**config.mk**
```make
export PLATFORM = sky130hd
export DESIGN_NAME = spimds_top
export DESIGN_NICKNAME = d
export VERILOG_FILES = /design/src/hdl/spimds_pkg.sv /design/src/hdl/spimds_top.sv /design/src/hdl/spimds_fifo.sv /design/src/hdl/spimds_cfg_table.sv
export VERILOG_INCLUDE_DIRS = /design/src /design/src/hdl
export SDC_FILE = /design/constraint.sdc
export NUM_CORES = 1
export LEC_CHECK = 0
export BUFFER_PORTS_ARGS = -buffer_cell sky130_fd_sc_hd__buf_2
export CORE_MARGIN = 3
export CORE_UTILIZATION = 40
export CTS_BUF_LIST = sky130_fd_sc_hd__clkbuf_8
export DETAILED_ROUTE_END_ITERATION = 10
export PLACE_DENSITY = 0.67
export SLEW_MARGIN = 0
export SYNTH_ARGS = -nofsm -noshare
export SYNTH_HDL_FRONTEND = slang
export SYNTH_SLANG_ARGS = --single-unit
```
**constraint.sdc**
```tcl
create_clock -name core_clk_i -period 5 [get_ports core_clk_i]
set_input_delay 0.5 -clock core_clk_i [delete_from_list [all_inputs] [get_ports core_clk_i]]
set_output_delay 0.5 -clock core_clk_i [all_outputs]
set_load 0.01 [all_outputs]
```
**src/hdl/spimds_defs.svh**
```systemverilog
// Constants for the decoded-select SPI master.
`ifndef SPIMDS_DEFS_SVH
`define SPIMDS_DEFS_SVH
`define SPIMDS_NULL_SLAVE_CODE 3'h7
`define SPIMDS_DISPLAY_SLAVE_CODE 3'h0
`define SPIMDS_CONTROLLER_SLAVE_CODE 3'h1
`define SPIMDS_AUX_MCU_SLAVE_CODE 3'h2
`define SPIMDS_USER_SLAVE_CODE_A 3'h3
`define SPIMDS_USER_SLAVE_CODE_C 3'h5
`define SPIMDS_RESERVED_SLAVE_CODE 3'h6
`define SPIMDS_NULL_DATA 8'h00
`define SPIMDS_DIV_RST 8'h04
`define SPIMDS_FIFO_DEPTH 32
`define SPIMDS_FIFO_WIDTH 13
`define SPIMDS_BITS_PER_BYTE 4'h8
`endif

```
**src/hdl/spimds_pkg.sv**
```systemverilog
// Types for the decoded-select SPI master.
package spimds_pkg;
	typedef enum logic [1:0]
	{
		SPIMDS_IDLE = 2'b00,
		SPIMDS_SEL = 2'b01,
		SPIMDS_SHIFT = 2'b11,
		SPIMDS_DONE = 2'b10
	} spimds_state_t;
	typedef enum logic [1:0]
	{
		SPIMDS_OP_SELECT = 2'b00,
		SPIMDS_OP_TX = 2'b01,
		SPIMDS_OP_RX = 2'b10
	} spimds_op_t;
	typedef struct packed
	{
		logic [7:0] div;
		logic cpol;
		logic cpha;
	} spimds_cfg_t;
endpackage

```
**src/hdl/spimds_top.sv**
```systemverilog
// Decoded-select SPI master moving single bytes full duplex.
// Functional notes
// - Drive three-bit select code to decoder.
// - Code seven is the null slave.
// - Reset select code rests on null slave.
// - New stream reselects slave after null.
// - Transmit sets select before shifting byte.
// - Every request carries its own target.
// - Select code may change without data.
// - Receive sends caller byte, default zero.
// - Receive returns the shifted-in byte.
// - Positions zero to two, six are fixed.
// - Clock settings kept per slave position.
// - Settings applied once on new selection.
`timescale 1ns/1ns
`include "spimds_defs.svh"
module spimds_top
	import spimds_pkg::*;
(
	input wire logic core_clk_i,
	input wire logic rst_i,
	input wire logic req_valid_i,
	output logic req_ready_o,
	input wire logic [1:0] req_op_i,
	input wire logic [2:0] req_code_i,
	input wire logic req_has_data_i,
	input wire logic [7:0] req_data_i,
	input wire logic cfg_wr_i,
	input wire logic [2:0] cfg_code_i,
	input wire logic [7:0] cfg_div_i,
	input wire logic cfg_cpol_i,
	input wire logic cfg_cpha_i,
	output logic cfg_err_o,
	output logic select_code_bit0_o,
	output logic select_code_bit1_o,
	output logic select_code_bit2_o,
	output logic sclk_o,
	output logic mosi_o,
	input wire logic miso_i,
	output logic rx_valid_o,
	output logic [7:0] rx_data_o,
	output logic busy_o,
	output logic new_stream_o
);
	spimds_state_t state_q;
	logic [2:0] slave_position_code_q;
	logic [2:0] applied_code_q;
	logic applied_valid_q;
	spimds_cfg_t act_cfg_q;
	spimds_cfg_t tbl_cfg;
	logic [7:0] div_cnt_q;
	logic [3:0] bit_cnt_q;
	logic phase_q;
	logic [7:0] tx_sh_q;
	logic [7:0] rx_sh_q;
	logic is_rx_q;
	logic rx_valid_q;
	logic [7:0] rx_data_q;
	logic cfg_err_q;
	logic new_stream_q;
	logic sclk_q;
	logic [12:0] fifo_in;
	logic [12:0] fifo_out;
	logic fifo_valid;
	logic fifo_pop;
	logic tick;
	logic [1:0] f_op;
	logic [2:0] f_code;
	logic [7:0] f_data;
	logic cfg_user_ok;
	logic cfg_wr_ok;

	////////////////////////////////////////////////////////////////////////
	// Requests queue here; ready drops when the queue is full.
	assign fifo_in = {req_op_i, req_code_i,
		(req_has_data_i ? req_data_i : `SPIMDS_NULL_DATA)};

	spimds_fifo #(
		.WIDTH(`SPIMDS_FIFO_WIDTH),
		.DEPTH(`SPIMDS_FIFO_DEPTH)
	) u_fifo (
		.core_clk_i(core_clk_i),
		.rst_i(rst_i),
		.in_valid_i(req_valid_i),
		.in_ready_o(req_ready_o),
		.in_data_i(fifo_in),
		.out_valid_o(fifo_valid),
		.out_ready_i(fifo_pop),
		.out_data_o(fifo_out)
	);

	assign f_op = fifo_out[12:11];
	assign f_code = fifo_out[10:8];
	assign f_data = fifo_out[7:0];
	// The engine takes a request only when idle, so the queue holds the rest.
	assign fifo_pop = (state_q == SPIMDS_IDLE) && fifo_valid;

	////////////////////////////////////////////////////////////////////////
	// Settings for the fixed on-board positions cannot be overwritten.
	assign cfg_user_ok = (cfg_code_i >= `SPIMDS_USER_SLAVE_CODE_A) &&
		(cfg_code_i <= `SPIMDS_USER_SLAVE_CODE_C);
	assign cfg_wr_ok = cfg_wr_i && cfg_user_ok;

	spimds_cfg_table u_cfg (
		.core_clk_i(core_clk_i),
		.rst_i(rst_i),
		.wr_i(cfg_wr_ok),
		.wr_code_i(cfg_code_i),
		.wr_div_i(cfg_div_i),
		.wr_cpol_i(cfg_cpol_i),
		.wr_cpha_i(cfg_cpha_i),
		.rd_code_i(slave_position_code_q),
		.rd_cfg_o(tbl_cfg)
	);

	always_ff @(posedge core_clk_i or posedge rst_i)
	begin
		if (rst_i)
			cfg_err_q <= 1'b0;
		else
			cfg_err_q <= cfg_wr_i && !cfg_user_ok;
	end

	////////////////////////////////////////////////////////////////////////
	// Sequencer.
	always_ff @(posedge core_clk_i or posedge rst_i)
	begin
		if (rst_i)
			state_q <= SPIMDS_IDLE;
		else
		begin
			unique case (state_q)
				SPIMDS_IDLE:
					if (fifo_valid && f_op != SPIMDS_OP_SELECT)
						state_q <= SPIMDS_SEL;
				SPIMDS_SEL:
					state_q <= SPIMDS_SHIFT;
				SPIMDS_SHIFT:
					if (tick && phase_q && bit_cnt_q == 4'h1)
						state_q <= SPIMDS_DONE;
				SPIMDS_DONE:
					state_q <= SPIMDS_IDLE;
			endcase
		end
	end

	// Select code moves only when idle.
	always_ff @(posedge core_clk_i or posedge rst_i)
	begin
		if (rst_i)
			slave_position_code_q <= `SPIMDS_NULL_SLAVE_CODE;
		else if (fifo_pop)
			slave_position_code_q <= f_code;
	end

	// A return to null forgets the applied setting, so reselection reloads.
	always_ff @(posedge core_clk_i or posedge rst_i)
	begin
		if (rst_i)
		begin
			applied_valid_q <= 1'b0;
			applied_code_q <= `SPIMDS_NULL_SLAVE_CODE;
			act_cfg_q <= '{div: `SPIMDS_DIV_RST, cpol: 1'b0, cpha: 1'b0};
			new_stream_q <= 1'b0;
		end
		else
		begin
			new_stream_q <= 1'b0;
			if (slave_position_code_q == `SPIMDS_NULL_SLAVE_CODE)
				applied_valid_q <= 1'b0;
			else if (state_q == SPIMDS_SEL &&
				(!applied_valid_q ||
				applied_code_q != slave_position_code_q))
			begin
				act_cfg_q <= tbl_cfg;
				applied_code_q <= slave_position_code_q;
				applied_valid_q <= 1'b1;
				new_stream_q <= 1'b1;
			end
		end
	end

	////////////////////////////////////////////////////////////////////////
	// Bit engine: each half period lasts div+1 cycles.
	assign tick = (div_cnt_q == 8'h00);

	always_ff @(posedge core_clk_i or posedge rst_i)
	begin
		if (rst_i)
		begin
			div_cnt_q <= 8'h00;
			bit_cnt_q <= 4'h0;
			phase_q <= 1'b0;
			tx_sh_q <= 8'h00;
			rx_sh_q <= 8'h00;
			is_rx_q <= 1'b0;
			sclk_q <= 1'b0;
		end
		else if (fifo_pop)
		begin
			tx_sh_q <= f_data;
			is_rx_q <= (f_op == SPIMDS_OP_RX);
		end
		else if (state_q == SPIMDS_SEL)
		begin
			div_cnt_q <= act_cfg_q.div;
			bit_cnt_q <= `SPIMDS_BITS_PER_BYTE;
			phase_q <= 1'b0;
			sclk_q <= act_cfg_q.cpol;
			if (new_stream_q || !applied_valid_q ||
				applied_code_q != slave_position_code_q)
			begin
				div_cnt_q <= tbl_cfg.div;
				sclk_q <= tbl_cfg.cpol;
			end
		end
		else if (state_q == SPIMDS_SHIFT)
		begin
			div_cnt_q <= tick ? act_cfg_q.div : div_cnt_q - 8'h01;
			if (tick)
			begin
				phase_q <= !phase_q;
				sclk_q <= !sclk_q;
				// With cpha set the first bit already stands on the line, so
				// the first leading edge must not shift it away.
				if (phase_q ^ act_cfg_q.cpha)
				begin
					if (phase_q || bit_cnt_q != `SPIMDS_BITS_PER_BYTE)
						tx_sh_q <= {tx_sh_q[6:0], 1'b0};
				end
				else
					rx_sh_q <= {rx_sh_q[6:0], miso_i};
				if (phase_q)
					bit_cnt_q <= bit_cnt_q - 4'h1;
			end
		end
		else
			sclk_q <= act_cfg_q.cpol;
	end

	////////////////////////////////////////////////////////////////////////
	// Result of a receive.
	always_ff @(posedge core_clk_i or posedge rst_i)
	begin
		if (rst_i)
		begin
			rx_valid_q <= 1'b0;
			rx_data_q <= 8'h00;
		end
		else
		begin
			rx_valid_q <= (state_q == SPIMDS_DONE) && is_rx_q;
			if (state_q == SPIMDS_DONE && is_rx_q)
				rx_data_q <= rx_sh_q;
		end
	end

	assign {select_code_bit2_o, select_code_bit1_o, select_code_bit0_o} =
		slave_position_code_q;
	assign sclk_o = sclk_q;
	assign mosi_o = tx_sh_q[7];
	assign rx_valid_o = rx_valid_q;
	assign rx_data_o = rx_data_q;
	assign busy_o = (state_q != SPIMDS_IDLE);
	assign cfg_err_o = cfg_err_q;
	assign new_stream_o = new_stream_q;
endmodule

```
**src/hdl/spimds_fifo.sv**
```systemverilog
// Request FIFO with parameterised width and depth.
`timescale 1ns/1ns
module spimds_fifo #(
	parameter int WIDTH = 13,
	parameter int DEPTH = 32
) (
	input wire logic core_clk_i,
	input wire logic rst_i,
	input wire logic in_valid_i,
	output logic in_ready_o,
	input wire logic [WIDTH-1:0] in_data_i,
	output logic out_valid_o,
	input wire logic out_ready_i,
	output logic [WIDTH-1:0] out_data_o
);
	localparam int AW = $clog2(DEPTH);
	logic [WIDTH-1:0] mem_q [DEPTH];
	logic [AW-1:0] wr_q;
	logic [AW-1:0] rd_q;
	logic [AW:0] cnt_q;
	logic push;
	logic pop;

	assign in_ready_o = (cnt_q != (AW+1)'(DEPTH));
	assign out_valid_o = (cnt_q != '0);
	assign out_data_o = mem_q[rd_q];
	assign push = in_valid_i && in_ready_o;
	assign pop = out_valid_o && out_ready_i;

	always_ff @(posedge core_clk_i)
	begin
		if (push)
			mem_q[wr_q] <= in_data_i;
	end

	always_ff @(posedge core_clk_i or posedge rst_i)
	begin
		if (rst_i)
		begin
			wr_q <= '0;
			rd_q <= '0;
			cnt_q <= '0;
		end
		else
		begin
			if (push)
				wr_q <= (wr_q == AW'(DEPTH-1)) ? '0 : wr_q + 1'b1;
			if (pop)
				rd_q <= (rd_q == AW'(DEPTH-1)) ? '0 : rd_q + 1'b1;
			if (push && !pop)
				cnt_q <= cnt_q + 1'b1;
			else if (pop && !push)
				cnt_q <= cnt_q - 1'b1;
		end
	end
endmodule

```
**src/hdl/spimds_cfg_table.sv**
```systemverilog
// Per-position clock settings table.
`timescale 1ns/1ns
`include "spimds_defs.svh"
module spimds_cfg_table
	import spimds_pkg::*;
(
	input wire logic core_clk_i,
	input wire logic rst_i,
	input wire logic wr_i,
	input wire logic [2:0] wr_code_i,
	input wire logic [7:0] wr_div_i,
	input wire logic wr_cpol_i,
	input wire logic wr_cpha_i,
	input wire logic [2:0] rd_code_i,
	output spimds_cfg_t rd_cfg_o
);
	spimds_cfg_t tbl_q [8];

	generate
		for (genvar g = 0; g < 8; g++)
		begin : g_pos
			always_ff @(posedge core_clk_i or posedge rst_i)
			begin
				if (rst_i)
					tbl_q[g] <= '{div: `SPIMDS_DIV_RST, cpol: 1'b0, cpha: 1'b0};
				else if (wr_i && wr_code_i == 3'(g))
					tbl_q[g] <= '{div: wr_div_i, cpol: wr_cpol_i,
						cpha: wr_cpha_i};
			end
		end
	endgenerate

	assign rd_cfg_o = tbl_q[rd_code_i];
endmodule

```
## After elaboration in Yosys (flattened, before gate mapping)

Memory sizes are Yosys's and may differ from the RTL's.
Index checks and enable logic that the tools add are counted.

| storage, ports and cells | value |
|---|---|
| logic and storage cells | 175 |
| bits in writable memories | 416 |
| register bits after elaboration | 157 |
| input port bits | 32 |
| memories | 1 |
| output and inout bits | 18 |

| operators by class | value |
|---|---|
| muxes and demuxes | 38 |
| reduce and logical (&&, ||, !) cells | 54 |
| magnitude comparators | 3 |
| equality and inequality tests | 22 |
| bitwise gates (word level) | 6 |
| add/sub/neg operators | 6 |

Memories:

| memory | words | bits a word | rd ports | clocked after Yosys merged registers in | wr ports | line | RTL |
|---|---|---|---|---|---|---|---|
| u_fifo.mem_q | 32 | 13 | 1 | 0 | 1 | spimds_fifo.sv:17 | `logic [WIDTH-1:0] mem_q [DEPTH];` |

Operators with widths:

| operator | count |
|---|---|
| two-way mux 8 bit | 11 |
| binary-select mux 10 bit (select 3 bit) | 1 |
| nonzero test 2 bit | 11 |
| logical AND 1 bit | 21 |
| two-way mux 10 bit | 2 |
| two-way mux 4 bit | 4 |
| equality test 3 bit (second input constant) | 5 |
| two-way mux 1 bit | 13 |
| two-way mux 6 bit | 2 |
| adder 5 x 1 -> 5 bit (second input constant) | 2 |
| equality test 5 bit (second input constant) | 2 |
| two-way mux 5 bit | 2 |
| AND reduction 5 bit | 2 |
| zero test 8 bit | 1 |
| one-hot mux 2 bit (4 select lines) | 1 |
| AND reduction 2 bit | 4 |
| subtractor 8 x 1 -> 8 bit (second input constant) | 1 |
| adder 6 x 1 -> 6 bit (second input constant) | 1 |
| equality test 2 bit (second input constant) | 3 |
| equality test 3 x 2 -> 1 bit (second input constant) | 2 |
| zero test 1 bit | 6 |
| inequality test 6 bit (second input constant) | 1 |
| nonzero test 6 bit | 1 |
| subtractor 6 x 1 -> 6 bit (second input constant) | 1 |
| other kinds (21) | 29 |

## Depth between registers and ports, before layout

Gate-level depths: netlist of the first run.

| logic depth | value |
|---|---|
| word-level depth | 8 |
| depth in mapped cells | 15 |
| gate-level depth less buffers | 15 |

## By module

From an unflattened synthesis of the first run, not the netlist that was laid out.

| second synthesis, totals | value |
|---|---|
| cells, all modules | 1357 |
| area total of the unflattened synthesis | 23805.3 um^2 |

By module, submodules not included:

| module | times used | cells an instance | area an instance (um^2) |
|---|---|---|---|
| spimds_fifo | 1 | 841 | 17031.3 |
| spimds_cfg_table | 1 | 211 | 3638.5 |
| spimds_top | 1 | 305 | 3135.5 |

## Worst setup path before layout of the first run

OpenSTA, ideal clock, no wires.

| timing | value |
|---|---|
| path kind | flip-flop to flip-flop |
| from | reg u_fifo.cnt_q[0] |
| to | reg u_fifo.cnt_q[5] |
| cell stages (with the launch flop) | 16 |
| path slack | 1.811 ns |
| period minus slack after synthesis | 3.189 ns |
| arrival time | 3.064 ns |
| required time | 4.875 ns |
| path buffers | 1 |
| path through | dfrtp_1 -> or4_1 -> nor3_1 -> nor2_1 -> inv_1 -> clkbuf_1 -> ha_1 -> inv_1 -> ha_1 -> a21o_1 -> a21oi_1 -> o21bai_1 -> a21oi_1 -> xnor2_1 -> nor2_1 -> xor2_1 |

| on the way | value |
|---|---|
| word-level cells in the longest chain between the ends | 6 |

RTL lines:

| item | line | RTL |
|---|---|---|
| from (decl) | spimds_fifo.sv:20 | `logic [AW:0] cnt_q;` |
| from (signal assigned) | spimds_fifo.sv:51 | `cnt_q <= cnt_q + 1'b1;` |
| from (signal assigned) | spimds_fifo.sv:53 | `cnt_q <= cnt_q - 1'b1;` |
| branches (longest 6 deep; another with subtractor 6 x 1 -> 6 bit) | n/a |  |

Several ways; the timed one is not identified. The select of a mux whose other input is x is not followed.
A chain may end at the register's enable or synchronous reset.

## Worst setup path in the final report of the first run

| timing | value |
|---|---|
| from | reg state_q[0] |
| to | reg u_fifo.cnt_q[5] |

| on the way | value |
|---|---|
| word-level cells in the longest chain between the ends | 6 |

RTL lines:

| item | line | RTL |
|---|---|---|
| from (decl) | spimds_top.sv:45 | `spimds_state_t state_q;` |
| from (signal assigned) | spimds_top.sv:129 | `state_q <= SPIMDS_IDLE;` |
| from (signal assigned) | spimds_top.sv:135 | `state_q <= SPIMDS_SEL;` |
| from (signal assigned) | spimds_top.sv:137 | `state_q <= SPIMDS_SHIFT;` |
| zero test 2 bit * | spimds_top.sv:96 | `assign fifo_pop = (state_q == SPIMDS_IDLE) && fifo_valid;` |
| logical AND 1 bit * | spimds_top.sv:96 |  |
| logical AND 1 bit * | spimds_fifo.sv:28 | `assign pop = out_valid_o && out_ready_i;` |
| zero test 1 bit | spimds_fifo.sv:50 | `if (push && !pop)` |
| logical AND 1 bit | spimds_fifo.sv:50 |  |
| two-way mux 6 bit or nonzero test 2 bit (tied branches) | n/a |  |

Mark *: on every way between the ends. The rest lies on a longest branch, timed or not.

==> flow_metrics.py, run 1 <==
metrics = {
    "global_route": {
        "grt_usage_pct": 16.7,
        "grt_pass1_vias": 12400,
        "grt_max_degree": 74,
        "grt_overflow_total": 0,
        "grt_pass1_wl_mm": 75.8,
        "antenna_found_initial": 1,
    },
    "floorplanning": {
        "io_pins": 50,
        "die_h_um": 246,
        "fp.coreArea_um2": 56700,
        "dieArea_um2": 60500,
        "num_rows": 87,
        "chipWidth_um": 246,
        "initial_utilization_pct": 40.6,
    },
    "synth": {
        "syn-num-nets": 1381,
        "yosysTopAreaCellShare_pct": 54.3,
        "yosysSeqAreaShare_pct": 71.4,
        "async_reset_ff_share_pct": 27.4,
        "netlist_top_cells_count": "edfxtp_1, dfrtp_1, mux4_2",
        "synth_cells": 1332,
        "ys_types": 62,
        "postSynthAreaPerCell_um2": 17.3,
        "ys_seq_elements": 573,
        "synth_flop_cell": "edfxtp_1",
        "synth_edf_count": 416,
        "yosysMostFrequentCell": "edfxtp_1",
        "yosys.area.top_type": "edfxtp_1",
        "synthTopCellsByArea": "edfxtp_1, dfrtp_1, mux4_2",
        "synth_warnings": 0,
        "netlist_area_um2": 23000,
    },
    "worst_setup_path": {
        "critPathRequiredTime_ns": 5.55,
        "crit_arrival_ns": 4.22,
        "critPathSlowestCell": "dfrtp_1",
        "cp_slowest_stage_delay_ns": 0.74,
        "r2r_start": "state_q[0]$_DFFE_PP0P_",
        "cp-startpoint": "state_q[0]$_DFFE_PP0P_",
        "crit_path_end_kind": "flop",
        "critPathLaunchType": "flop",
        "cp_max_fo": 24,
        "worstSetupPathType": "flop to flop",
        "worstPathCellList": "clkinv_1 > nand2_1 > nor2_1 > buf_4 > inv_1 > ha_1 > inv_1 > ha_1 > a21o_1 > a21oi_1 > o21bai_1 > a21oi_1 > xnor2_1 > nor2_1 > xor2_1",
    },
    "sta": {
        "period_share_pct": 73.5,
        "clock_skew_ns": 0.0271,
        "rsz0062_at_grt": "no",
        "setup_viol": 0,
        "final.min_clock_period_ns": 3.68,
        "fmax_mhz": 272,
        "slew_viol_final": 0,
        "finalHoldViolCount": 0,
        "worstMarginPinSlew_ns": 1.19,
        "fin_tns_setup_ns": 0,
        "slew_headroom_pct": 20.8,
    },
    "clock_network": {
        "cts_max_level": 3,
        "postCtsResizedCells": 0,
        "clk_latency_ns": 0.68,
        "path_clk_slew_ns": 0.06,
        "cts_tree": "done",
        "cts_setup_buffers": 0,
        "root_buffer": "clkbuf_8",
        "cts_buffers": 90,
        "clk_path_buf_depth": 3,
        "clock-sinks": 573,
    },
    "min_path": {
        "hold_class": "input port to flop",
        "hold_path_startpoint": "miso_i",
    },
    "layout": {
        "fin_cells": 2209,
        "nNetsFinal": 1429,
        "layout-drive-gt1-share_pct": 26.9,
        "nFillCells": 4858,
        "area_delta_synth_final_pct": 11.4,
    },
    "power_and_ir_drop": {
        "p_clk_share_pct": 34.7,
        "power_frac_comb_pct": 9.8,
        "ir_worst_vdd_mv": 0.219,
        "total_power_mw": 10.3,
        "switching_share_pct": 25.6,
        "cellPowerDensity_nw_per_um2": 403,
        "p_sw_mw": 2.65,
        "total_leakage_power_nw": 9.25,
        "sequentialPowerShare_pct": 55.5,
        "internal_power_mw": 7.70,
    },
    "route": {
        "drc": 0,
        "vias": 12000,
        "first_iter_violations": 1199,
        "wl_per_cell_um": 22.3,
        "dr.pass1.iters": 5,
        "ant_nets": 0,
        "vias_per_cell": 5.41,
        "wirelength_mm": 49.4,
    },
    "place": {
        "place_congestion": 0.815,
        "hpwl_mm": 29.6,
        "io_buffer_count": 49,
        "dp.cells": 2042,
    },
    "flow_run": {
        "drv_cap": 0,
    },
    "run_status": {
        "status": "completed",
    },
}
[kinds of logic (layout without fill, tap and decap cells)]
family	count (synthesis)	in the layout	synth area share, %
AND/OR/NAND/NOR	220	220	4.45
other	0	1	0
adder cells (fa/ha/maj)	17	17	0.957
flip-flops	573	573	71.4
XOR/XNOR	10	10	0.381
AO/OA/AOI/OAI	136	136	3.86
multiplexers	242	242	16.6
buffers and inverters	134	254	2.32
[per-layer routing]
metal	up-vias	part of all wire, %	GRT usage, %
li1	5247	-	-
met1	6217	44	23.3
met2	414	48	26.3
met3	81	6.5	3.82
met4	0	2.1	4.97
met5	-	0	0
[registers in the layout, summed over array words and instances (netlist names), 2 cells and up]
name                   cells
act_cfg_q                 10
applied_code_q             3
bit_cnt_q                  4
div_cnt_q                  8
rx_data_o                  8
rx_sh_q                    8
slave_position_code_q      3
state_q                    2
tx_sh_q                    8
u_cfg.tbl_q               80
u_fifo.cnt_q               6
u_fifo.mem_q             416
u_fifo.rd_q                5
u_fifo.wr_q                5
[worst max-delay path: cells and delay by family, from the launching register on]
| kind | cells | cell delay [ns] |
|---|---|---|
| buffers and inverters | 4 | 1.02 |
| flip-flops | 1 | 0.74 |
| AO/OA/AOI/OAI | 4 | 0.65 |
| adder cells (fa/ha/maj) | 2 | 0.53 |
| AND/OR/NAND/NOR | 3 | 0.32 |
| XOR/XNOR | 2 | 0.28 |
[power groups by stage]
stage / sequential, mW / combinational, mW / clock [mW]
detailed placement: 5.82 / 1.02 / 0
finish: 5.74 / 1.02 / 3.58
CTS: 5.73 / 1.03 / 3.69
floorplan: 5.73 / 0.731 / 0
global placement: 5.80 / 0.983 / 0
global route: 5.77 / 1.13 / 3.91
[repair_timing]
action / 4_1_cts / 5_1_grt
hold buffers: 2 / 0
endpoints found under the hold margin: 63 / 0
endpoints found under the setup margin: 0 / 0
[final cells by class]
cell class	count	area [um^2]	area share, %
Inverter	19	76.3	0.298
Clock inverter	68	308	1.20
Clock buffer	96	1320	5.15
Tap cell	756	946	3.69
Antenna cell	1	2.50	0.00976
Timing Repair Buffer	71	440	1.72
Multi-Input combinational cell	625	6110	23.8
Sequential cell	573	16400	64.1
[metrics by stage]
step           instance area (um^2)  hold WS [ns]  util, %  worst slack, ns
4_1_cts                       25600        0.0231     45.2             1.30
3_5_place_dp                  24000         0.357     42.3             1.31
5_1_grt                       25600        0.0331     45.2            0.964
3_3_place_gp                  24000         0.356     42.3             1.39
2_1_floorplan                 23000         0.424        -            0.290
6_report                      25600        0.0802     45.2             1.32
[layout by cell type (no fill, tap or decap), types with 6 or more instances in the layout]
cell      count
clkinv_1     23
nor2b_1       6
nand2_1      86
a21oi_1      27
mux2i_1      75
ha_1         16
inv_1        54
nor2_1       43
xnor2_1       7
o21ai_0      38
buf_4        18
edfxtp_1    416
o22ai_1       6
nand4_1       6
clkbuf_8     96
dfstp_2      15
a221oi_1     16
and2_1       11
mux2_2       61
nand3_1      14
dfrtp_1     140
mux4_2      106
a22oi_1      16
nor2_2       23
buf_2        49
[worst paths after layout]
kind	end	slack, ns	cells past startpoint
min	rx_sh_q[0]$_DFFE_PP0P_	0.08	2
max reg2reg	u_fifo.cnt_q[5]$_DFFE_PP0P_	1.32	15
max in group asynchronous	u_cfg.tbl_q[28]$_DFFE_PP0P_	3.41	4
min in group asynchronous	tx_sh_q[3]$_DFFE_PP0P_	0.48	3
max	u_fifo.cnt_q[5]$_DFFE_PP0P_	1.32	15
min reg2reg	u_cfg.tbl_q[64]$_DFFE_PP1P_	0.37	0
(Power assumes the default switching activity.)
==> inputs of run 2 (changes only) <==
--- a/config.mk
+++ b/config.mk
@@ -11,7 +11,7 @@
 export CORE_UTILIZATION = 40
 export CTS_BUF_LIST = sky130_fd_sc_hd__clkbuf_8
 export DETAILED_ROUTE_END_ITERATION = 10
-export PLACE_DENSITY = 0.67
+export PLACE_DENSITY = 0.65
 export SLEW_MARGIN = 0
 export SYNTH_ARGS = -nofsm -noshare
 export SYNTH_HDL_FRONTEND = slang
==> constraint.sdc (replaced) <==
create_clock -name core_clk_i -period 3.4 [get_ports core_clk_i]
set_input_delay 0.34 -clock core_clk_i [delete_from_list [all_inputs] [get_ports core_clk_i]]
set_output_delay 0.34 -clock core_clk_i [all_outputs]
set_load 0.01 [all_outputs]
==> run 2 against run 1 <==
First-iteration DRC count is 15% lower; worst setup slack worse by 1.1 ns; global-route usage is 0.31 points higher; core utilization is 0.96 points higher; via count is 1.2% higher; clock power is 59% higher; critical path depth stayed put; clock skew is 0.022 ns higher; clock-buffer cell count is 8 higher; wire length is 1.0% higher; sequential power is 47% higher.
==> flow_metrics.py, run 2 (synthesized netlist as in run 1, its figures left out) <==
metrics = {
    "run_status": {
        "status": "completed",
    },
    "global_route": {
        "grt_pass1_vias": 12600,
        "grt_pass1_wl_mm": 77.2,
        "grt_max_degree": 79,
        "grt_overflow_total": 0,
        "met3_usage_pct": 4.11,
        "grt_usage_pct": 17.0,
        "grt_busiest_layer": "met2",
        "antenna_found_initial": 2,
        "grt_use_met1_pct": 22.6,
        "grt_util_met2_pct": 27.3,
    },
    "floorplanning": {
        "chipWidth_um": 246,
        "fp.coreArea_um2": 56700,
        "dieArea_um2": 60500,
        "die_h_um": 246,
        "num_rows": 87,
        "io_pins": 50,
        "initial_utilization_pct": 40.6,
    },
    "clock_network": {
        "clock-sinks": 573,
        "root_buffer": "clkbuf_8",
        "clk_path_buf_depth": 3,
        "cts_tree": "done",
        "cts_buffers": 94,
        "cts_max_level": 3,
        "clk_latency_ns": 0.69,
        "path_clk_slew_ns": 0.06,
    },
    "place": {
        "io_buffer_count": 49,
        "place_congestion": 0.808,
        "hpwl_mm": 30.4,
        "pre_cts_ws_ns": 0.195,
    },
    "sta": {
        "slew_headroom_pct": 20.4,
        "clock_skew_ns": 0.0496,
        "finalHoldViolCount": 0,
        "final_critical_path_setup_slack_ns": 0.236,
        "period_share_pct": 93.1,
        "final.min_clock_period_ns": 3.16,
        "setup_viol": 0,
        "worstMarginPinSlew_ns": 1.19,
        "slew_viol_final": 0,
        "fmax_mhz": 316,
        "rsz0062_at_grt": "no",
        "fin_tns_setup_ns": 0,
    },
    "route": {
        "vias_per_cell": 5.35,
        "ant_nets": 0,
        "drc": 0,
        "vias": 12100,
        "wirelength_mm": 49.9,
        "dr.pass1.iters": 6,
        "first_iter_violations": 1023,
        "wl_per_cell_um": 22.0,
    },
    "layout": {
        "layout-drive-gt1-share_pct": 28.7,
        "regMostFlops": "u_fifo.mem_q",
        "largestRegisters": "u_fifo.mem_q x416, u_cfg.tbl_q x80, act_cfg_q x10",
        "largest_register_ffs": 416,
        "layout_common_cells": "edfxtp_1, dfrtp_1, mux4_2",
        "nNetsFinal": 1477,
        "area_delta_synth_final_pct": 13.8,
        "final_common_cell": "edfxtp_1",
    },
    "worst_setup_path": {
        "critPathSlowestCell": "or4_1",
        "critPathLaunchType": "flop",
        "worstSetupPathType": "flop to flop",
        "crit_path_end_kind": "flop",
        "critPathRequiredTime_ns": 3.97,
        "cp_slowest_stage_delay_ns": 0.56,
        "worstPathCellList": "or4_1 > nor2_1 > nand2_1 > nand2_1 > clkinv_1 > ha_1 > inv_2 > ha_1 > a21o_1 > a21oi_1 > o21bai_1 > a21oi_1 > xnor2_1 > nor2_1 > xor2_1",
        "crit_arrival_ns": 3.74,
        "cp_max_fo": 6,
    },
    "power_and_ir_drop": {
        "p_clk_share_pct": 36.5,
        "total_leakage_power_nw": 9.55,
        "ir_worst_vdd_mv": 0.345,
        "internal_power_mw": 11.7,
        "power_frac_comb_pct": 9.5,
        "cellPowerDensity_nw_per_um2": 596,
        "sequentialPowerShare_pct": 54.0,
        "p_sw_mw": 3.92,
        "total_power_mw": 15.6,
        "switching_share_pct": 25.1,
    },
    "flow_run": {
        "drv_cap": 0,
    },
    "min_path": {
        "hold_class": "input port to flop",
    },
}
run 2: cell types whose count changed in the layout (fill, tap and decap cells not counted), sizes merged:
cell / previous run / this run
buf: 69 / 101
bufinv: 0 / 2
clkbuf: 96 / 104
clkinv: 27 / 30
clkinvlp: 1 / 2
dlygate4sd3: 2 / 14
inv: 59 / 55
run 2: repair_timing:
action / in CTS / in global routing
setup buffers: 0 / 0
endpoints found under the setup margin: 0 / 1
hold buffers: 14 / 0
gates resized for setup: 0 / 1
endpoints found under the hold margin: 50 / 0
run 2: through the flow:
| stage | cells | hold slack (ns) | cell area [um^2] | utilization (%) |
|---|---|---|---|---|
| floorplan | 1332 | 0.424 | 23000 | - |
| global placement | 2074 | 0.356 | 24300 | 42.8 |
| detailed placement | 2074 | 0.357 | 24300 | 42.8 |
| CTS | 2262 | 0.00915 | 26200 | 46.2 |
| global route | 2263 | 0.0557 | 26200 | 46.2 |
| finish | 2263 | 0.0745 | 26200 | 46.2 |
run 2: final timing paths:
kind / slack [ns] / endpoint / depth (start not counted) / start
min: 0.07 / u_fifo.wr_q[4]$_DFFE_PP0P_ / 4 / req_valid_i
max reg2reg: 0.24 / u_fifo.cnt_q[5]$_DFFE_PP0P_ / 15 / u_fifo.cnt_q[0]$_DFFE_PP0P_
min reg2reg: 0.37 / u_cfg.tbl_q[4]$_DFFE_PP1P_ / 0 / u_cfg.tbl_q[4]$_DFFE_PP1P_
min in group asynchronous: 0.25 / u_fifo.cnt_q[1]$_DFFE_PP0P_ / 3 / rst_i
max: 0.24 / u_fifo.cnt_q[5]$_DFFE_PP0P_ / 15 / u_fifo.cnt_q[0]$_DFFE_PP0P_
max in group asynchronous: 2.32 / u_cfg.tbl_q[74]$_DFFE_PP1P_ / 4 / rst_i
run 2: cell type report:
cell class	count	area (um^2)
Timing Repair Buffer	115	838
Clock buffer	104	1430
Multi-Input combinational cell	625	6090
Antenna cell	1	2.50
Fill cell	4824	30500
Clock inverter	70	363
Inverter	19	75.1
Sequential cell	573	16400
Tap cell	756	946
run 2: critical path: cells and delay by family, from the launching register on:
kind	cells	cell delay, ns
simple gates	5	0.98
compound gates	4	0.66
xor+xnor	2	0.27
flops	1	0.43
buf+inv	2	0.23
fa+ha+maj	2	0.46
run 2: power by group through the flow:
stage               Clock (mW)  Sequential, mW  Combinational, mW
floorplan                    0            8.42               1.08
global placement             0            8.52               1.44
detailed placement           0            8.55               1.50
CTS                       5.88            8.42               1.51
global route              6.20            8.48               1.66
finish                    5.70            8.42               1.49
run 2: layer usage:
layer  part of all wire, %  wire length (um)
met5                 0.022                11
met3                   6.0              3010
met1                    43             21300
met2                    48             24100
met4                   2.8              1380
==> inputs of run 3 (changes only) <==
==> constraint.sdc (replaced) <==
create_clock -name core_clk_i -period 3.3 [get_ports core_clk_i]
set_input_delay 0.33 -clock core_clk_i [delete_from_list [all_inputs] [get_ports core_clk_i]]
set_output_delay 0.33 -clock core_clk_i [all_outputs]
set_load 0.01 [all_outputs]
==> run 3 against run 2 <==
Global-route usage fell by 0.31 points; final cell count fell by 0.31%; worst hold slack improved by 0.024 ns; core utilization fell by 0.090 points; via count fell by 1.6%; critical path type unchanged; highest routed layer unchanged.
==> flow_metrics.py, run 3 (synthesized netlist as in run 1, its figures left out) <==
metrics = {
    "run_status": {
        "status": "completed",
    },
    "place": {
        "io_buffer_count": 49,
        "place_congestion": 0.796,
        "hpwl_mm": 30.3,
        "pre_cts_ws_ns": 0.192,
        "dp.cells": 2072,
    },
    "global_route": {
        "grt_overflow_total": 0,
        "antenna_found_initial": 5,
        "grt_pass1_wl_mm": 75.9,
        "grt_max_degree": 68,
        "grt_pass1_vias": 12500,
        "grt_usage_pct": 16.7,
    },
    "sta": {
        "fin_tns_setup_ns": 0,
        "holdWs_ns": 0.0983,
        "finalHoldViolCount": 0,
        "worstMarginPinSlew_ns": 1.22,
        "clock_skew_ns": 0.0340,
        "slew_headroom_pct": 18.3,
        "slew_viol_final": 0,
        "period_share_pct": 92.2,
        "final_critical_path_setup_slack_ns": 0.257,
        "rsz0062_at_grt": "no",
        "fmax_mhz": 329,
        "final.min_clock_period_ns": 3.04,
        "setup_viol": 0,
    },
    "clock_network": {
        "clk_path_buf_depth": 3,
        "cts_tree": "done",
        "root_buffer": "clkbuf_8",
        "clock-sinks": 573,
        "path_clk_slew_ns": 0.06,
        "cts_max_level": 3,
        "clk_latency_ns": 0.67,
        "cts_buffers": 93,
    },
    "layout": {
        "largestRegisters": "u_fifo.mem_q x416, u_cfg.tbl_q x80, act_cfg_q x10",
        "regMostFlops": "u_fifo.mem_q",
        "layout-drive-gt1-share_pct": 29.0,
        "nNetsFinal": 1474,
        "largest_register_ffs": 416,
        "area_delta_synth_final_pct": 13.6,
        "final_common_cell": "edfxtp_1",
        "fin_cells": 2256,
        "layout_common_cells": "edfxtp_1, dfrtp_1, mux4_2",
        "fin_util_pct": 46.1,
        "nFillCells": 4795,
    },
    "worst_setup_path": {
        "cp_slowest_stage_delay_ns": 0.57,
        "critPathRequiredTime_ns": 3.85,
        "cp_max_fo": 5,
        "worstPathCellList": "or4_1 > nor2_1 > nand2_1 > nand2_1 > clkinv_1 > ha_1 > inv_2 > ha_1 > a21o_1 > a21oi_1 > o21bai_1 > a21oi_1 > xnor2_1 > nor2_1 > xor2_1",
        "critPathLaunchType": "flop",
        "critPathSlowestCell": "or4_1",
        "crit_arrival_ns": 3.59,
        "crit_path_end_kind": "flop",
        "rr_worst_depth": 15,
        "worstSetupPathType": "flop to flop",
    },
    "min_path": {
        "hold_class": "input port to flop",
        "whs_path_depth": 5,
    },
    "flow_run": {
        "drv_cap": 0,
    },
    "power_and_ir_drop": {
        "total_leakage_power_nw": 9.49,
        "cellPowerDensity_nw_per_um2": 606,
        "ir_worst_vdd_mv": 0.341,
    },
    "route": {
        "ant_nets": 0,
        "vias": 11900,
        "dr.pass1.iters": 7,
        "wl_per_cell_um": 21.8,
        "first_iter_violations": 961,
        "vias_per_cell": 5.28,
        "drc": 0,
        "wirelength_mm": 49.1,
    },
    "floorplanning": {
        "num_rows": 87,
        "io_pins": 50,
        "dieArea_um2": 60500,
        "die_h_um": 246,
        "fp.coreArea_um2": 56700,
        "initial_utilization_pct": 40.6,
        "chipWidth_um": 246,
    },
}
[run 3: power by group]
group / switching, mW / total [mW] / leakage (nW) / internal [mW]
Combinational: 0.911 / 1.57 / 2.73 / 0.661
Sequential: 0.329 / 8.67 / 5.77 / 8.34
Clock: 2.75 / 5.61 / 0.996 / 2.86
Total: 3.99 / 15.9 / 9.49 / 11.9
[run 3: worst max-delay path: cells and delay by family, from the launching register on]
family,cells,cell delay [ns]
AOI/OAI and AO/OA,4,0.65
xor gates and xnor gates,2,0.28
adders and majority gates,2,0.46
buffers and inverters,2,0.19
DFF,1,0.42
and+or+nand+nor,5,0.92
[run 3: per-layer routing]
layer,vias to the layer above,wire length (um),global-route usage [%]
met3,118,3010,4.19
li1,5345,-,-
met5,-,53,0
met4,8,1380,5.75
met2,361,23400,26.5
met1,6085,21300,22.5
[run 3: area by class of cell]
cell class / instances / area [um^2] / area share, %
diodes: 1 / 2.50 / 0.00957
clock buffers: 99 / 1360 / 5.21
clock inverters: 70 / 335 / 1.28
inverters: 19 / 75.1 / 0.287
multi-input cells: 625 / 6100 / 23.3
flip-flops and latches: 573 / 16400 / 62.9
well taps: 756 / 946 / 3.62
repair buffers: 113 / 873 / 3.34
[run 3: final timing paths]
kind | from | to | slack (ns)
worst max-delay path | u_fifo.cnt_q[0]$_DFFE_PP0P_ | u_fifo.cnt_q[5]$_DFFE_PP0P_ | 0.26
worst min-delay path | req_valid_i | u_fifo.wr_q[4]$_DFFE_PP0P_ | 0.1
worst max register to register | u_fifo.cnt_q[0]$_DFFE_PP0P_ | u_fifo.cnt_q[5]$_DFFE_PP0P_ | 0.26
worst min register to register | u_cfg.tbl_q[4]$_DFFE_PP1P_ | u_cfg.tbl_q[4]$_DFFE_PP1P_ | 0.37
max in group asynchronous | rst_i | act_cfg_q[4]$_DFFE_PP1P_ | 2.16
min in group asynchronous | rst_i | u_fifo.wr_q[3]$_DFFE_PP0P_ | 0.33
[run 3: repair_timing]
action	4_1_cts	5_1_grt
setup buffers	0	0
hold buffers	14	0
setup endpoints to repair	0	1
endpoints found under the hold margin	58	0
gates resized for setup	0	1
[run 3: stage by stage]
stage	cell area, um^2	power [mW]
5_1_grt	26100	16.6
6_report	26100	15.9
3_5_place_dp	24300	10.4
4_1_cts	26100	16.0
3_3_place_gp	24300	10.3
2_1_floorplan	23000	9.78
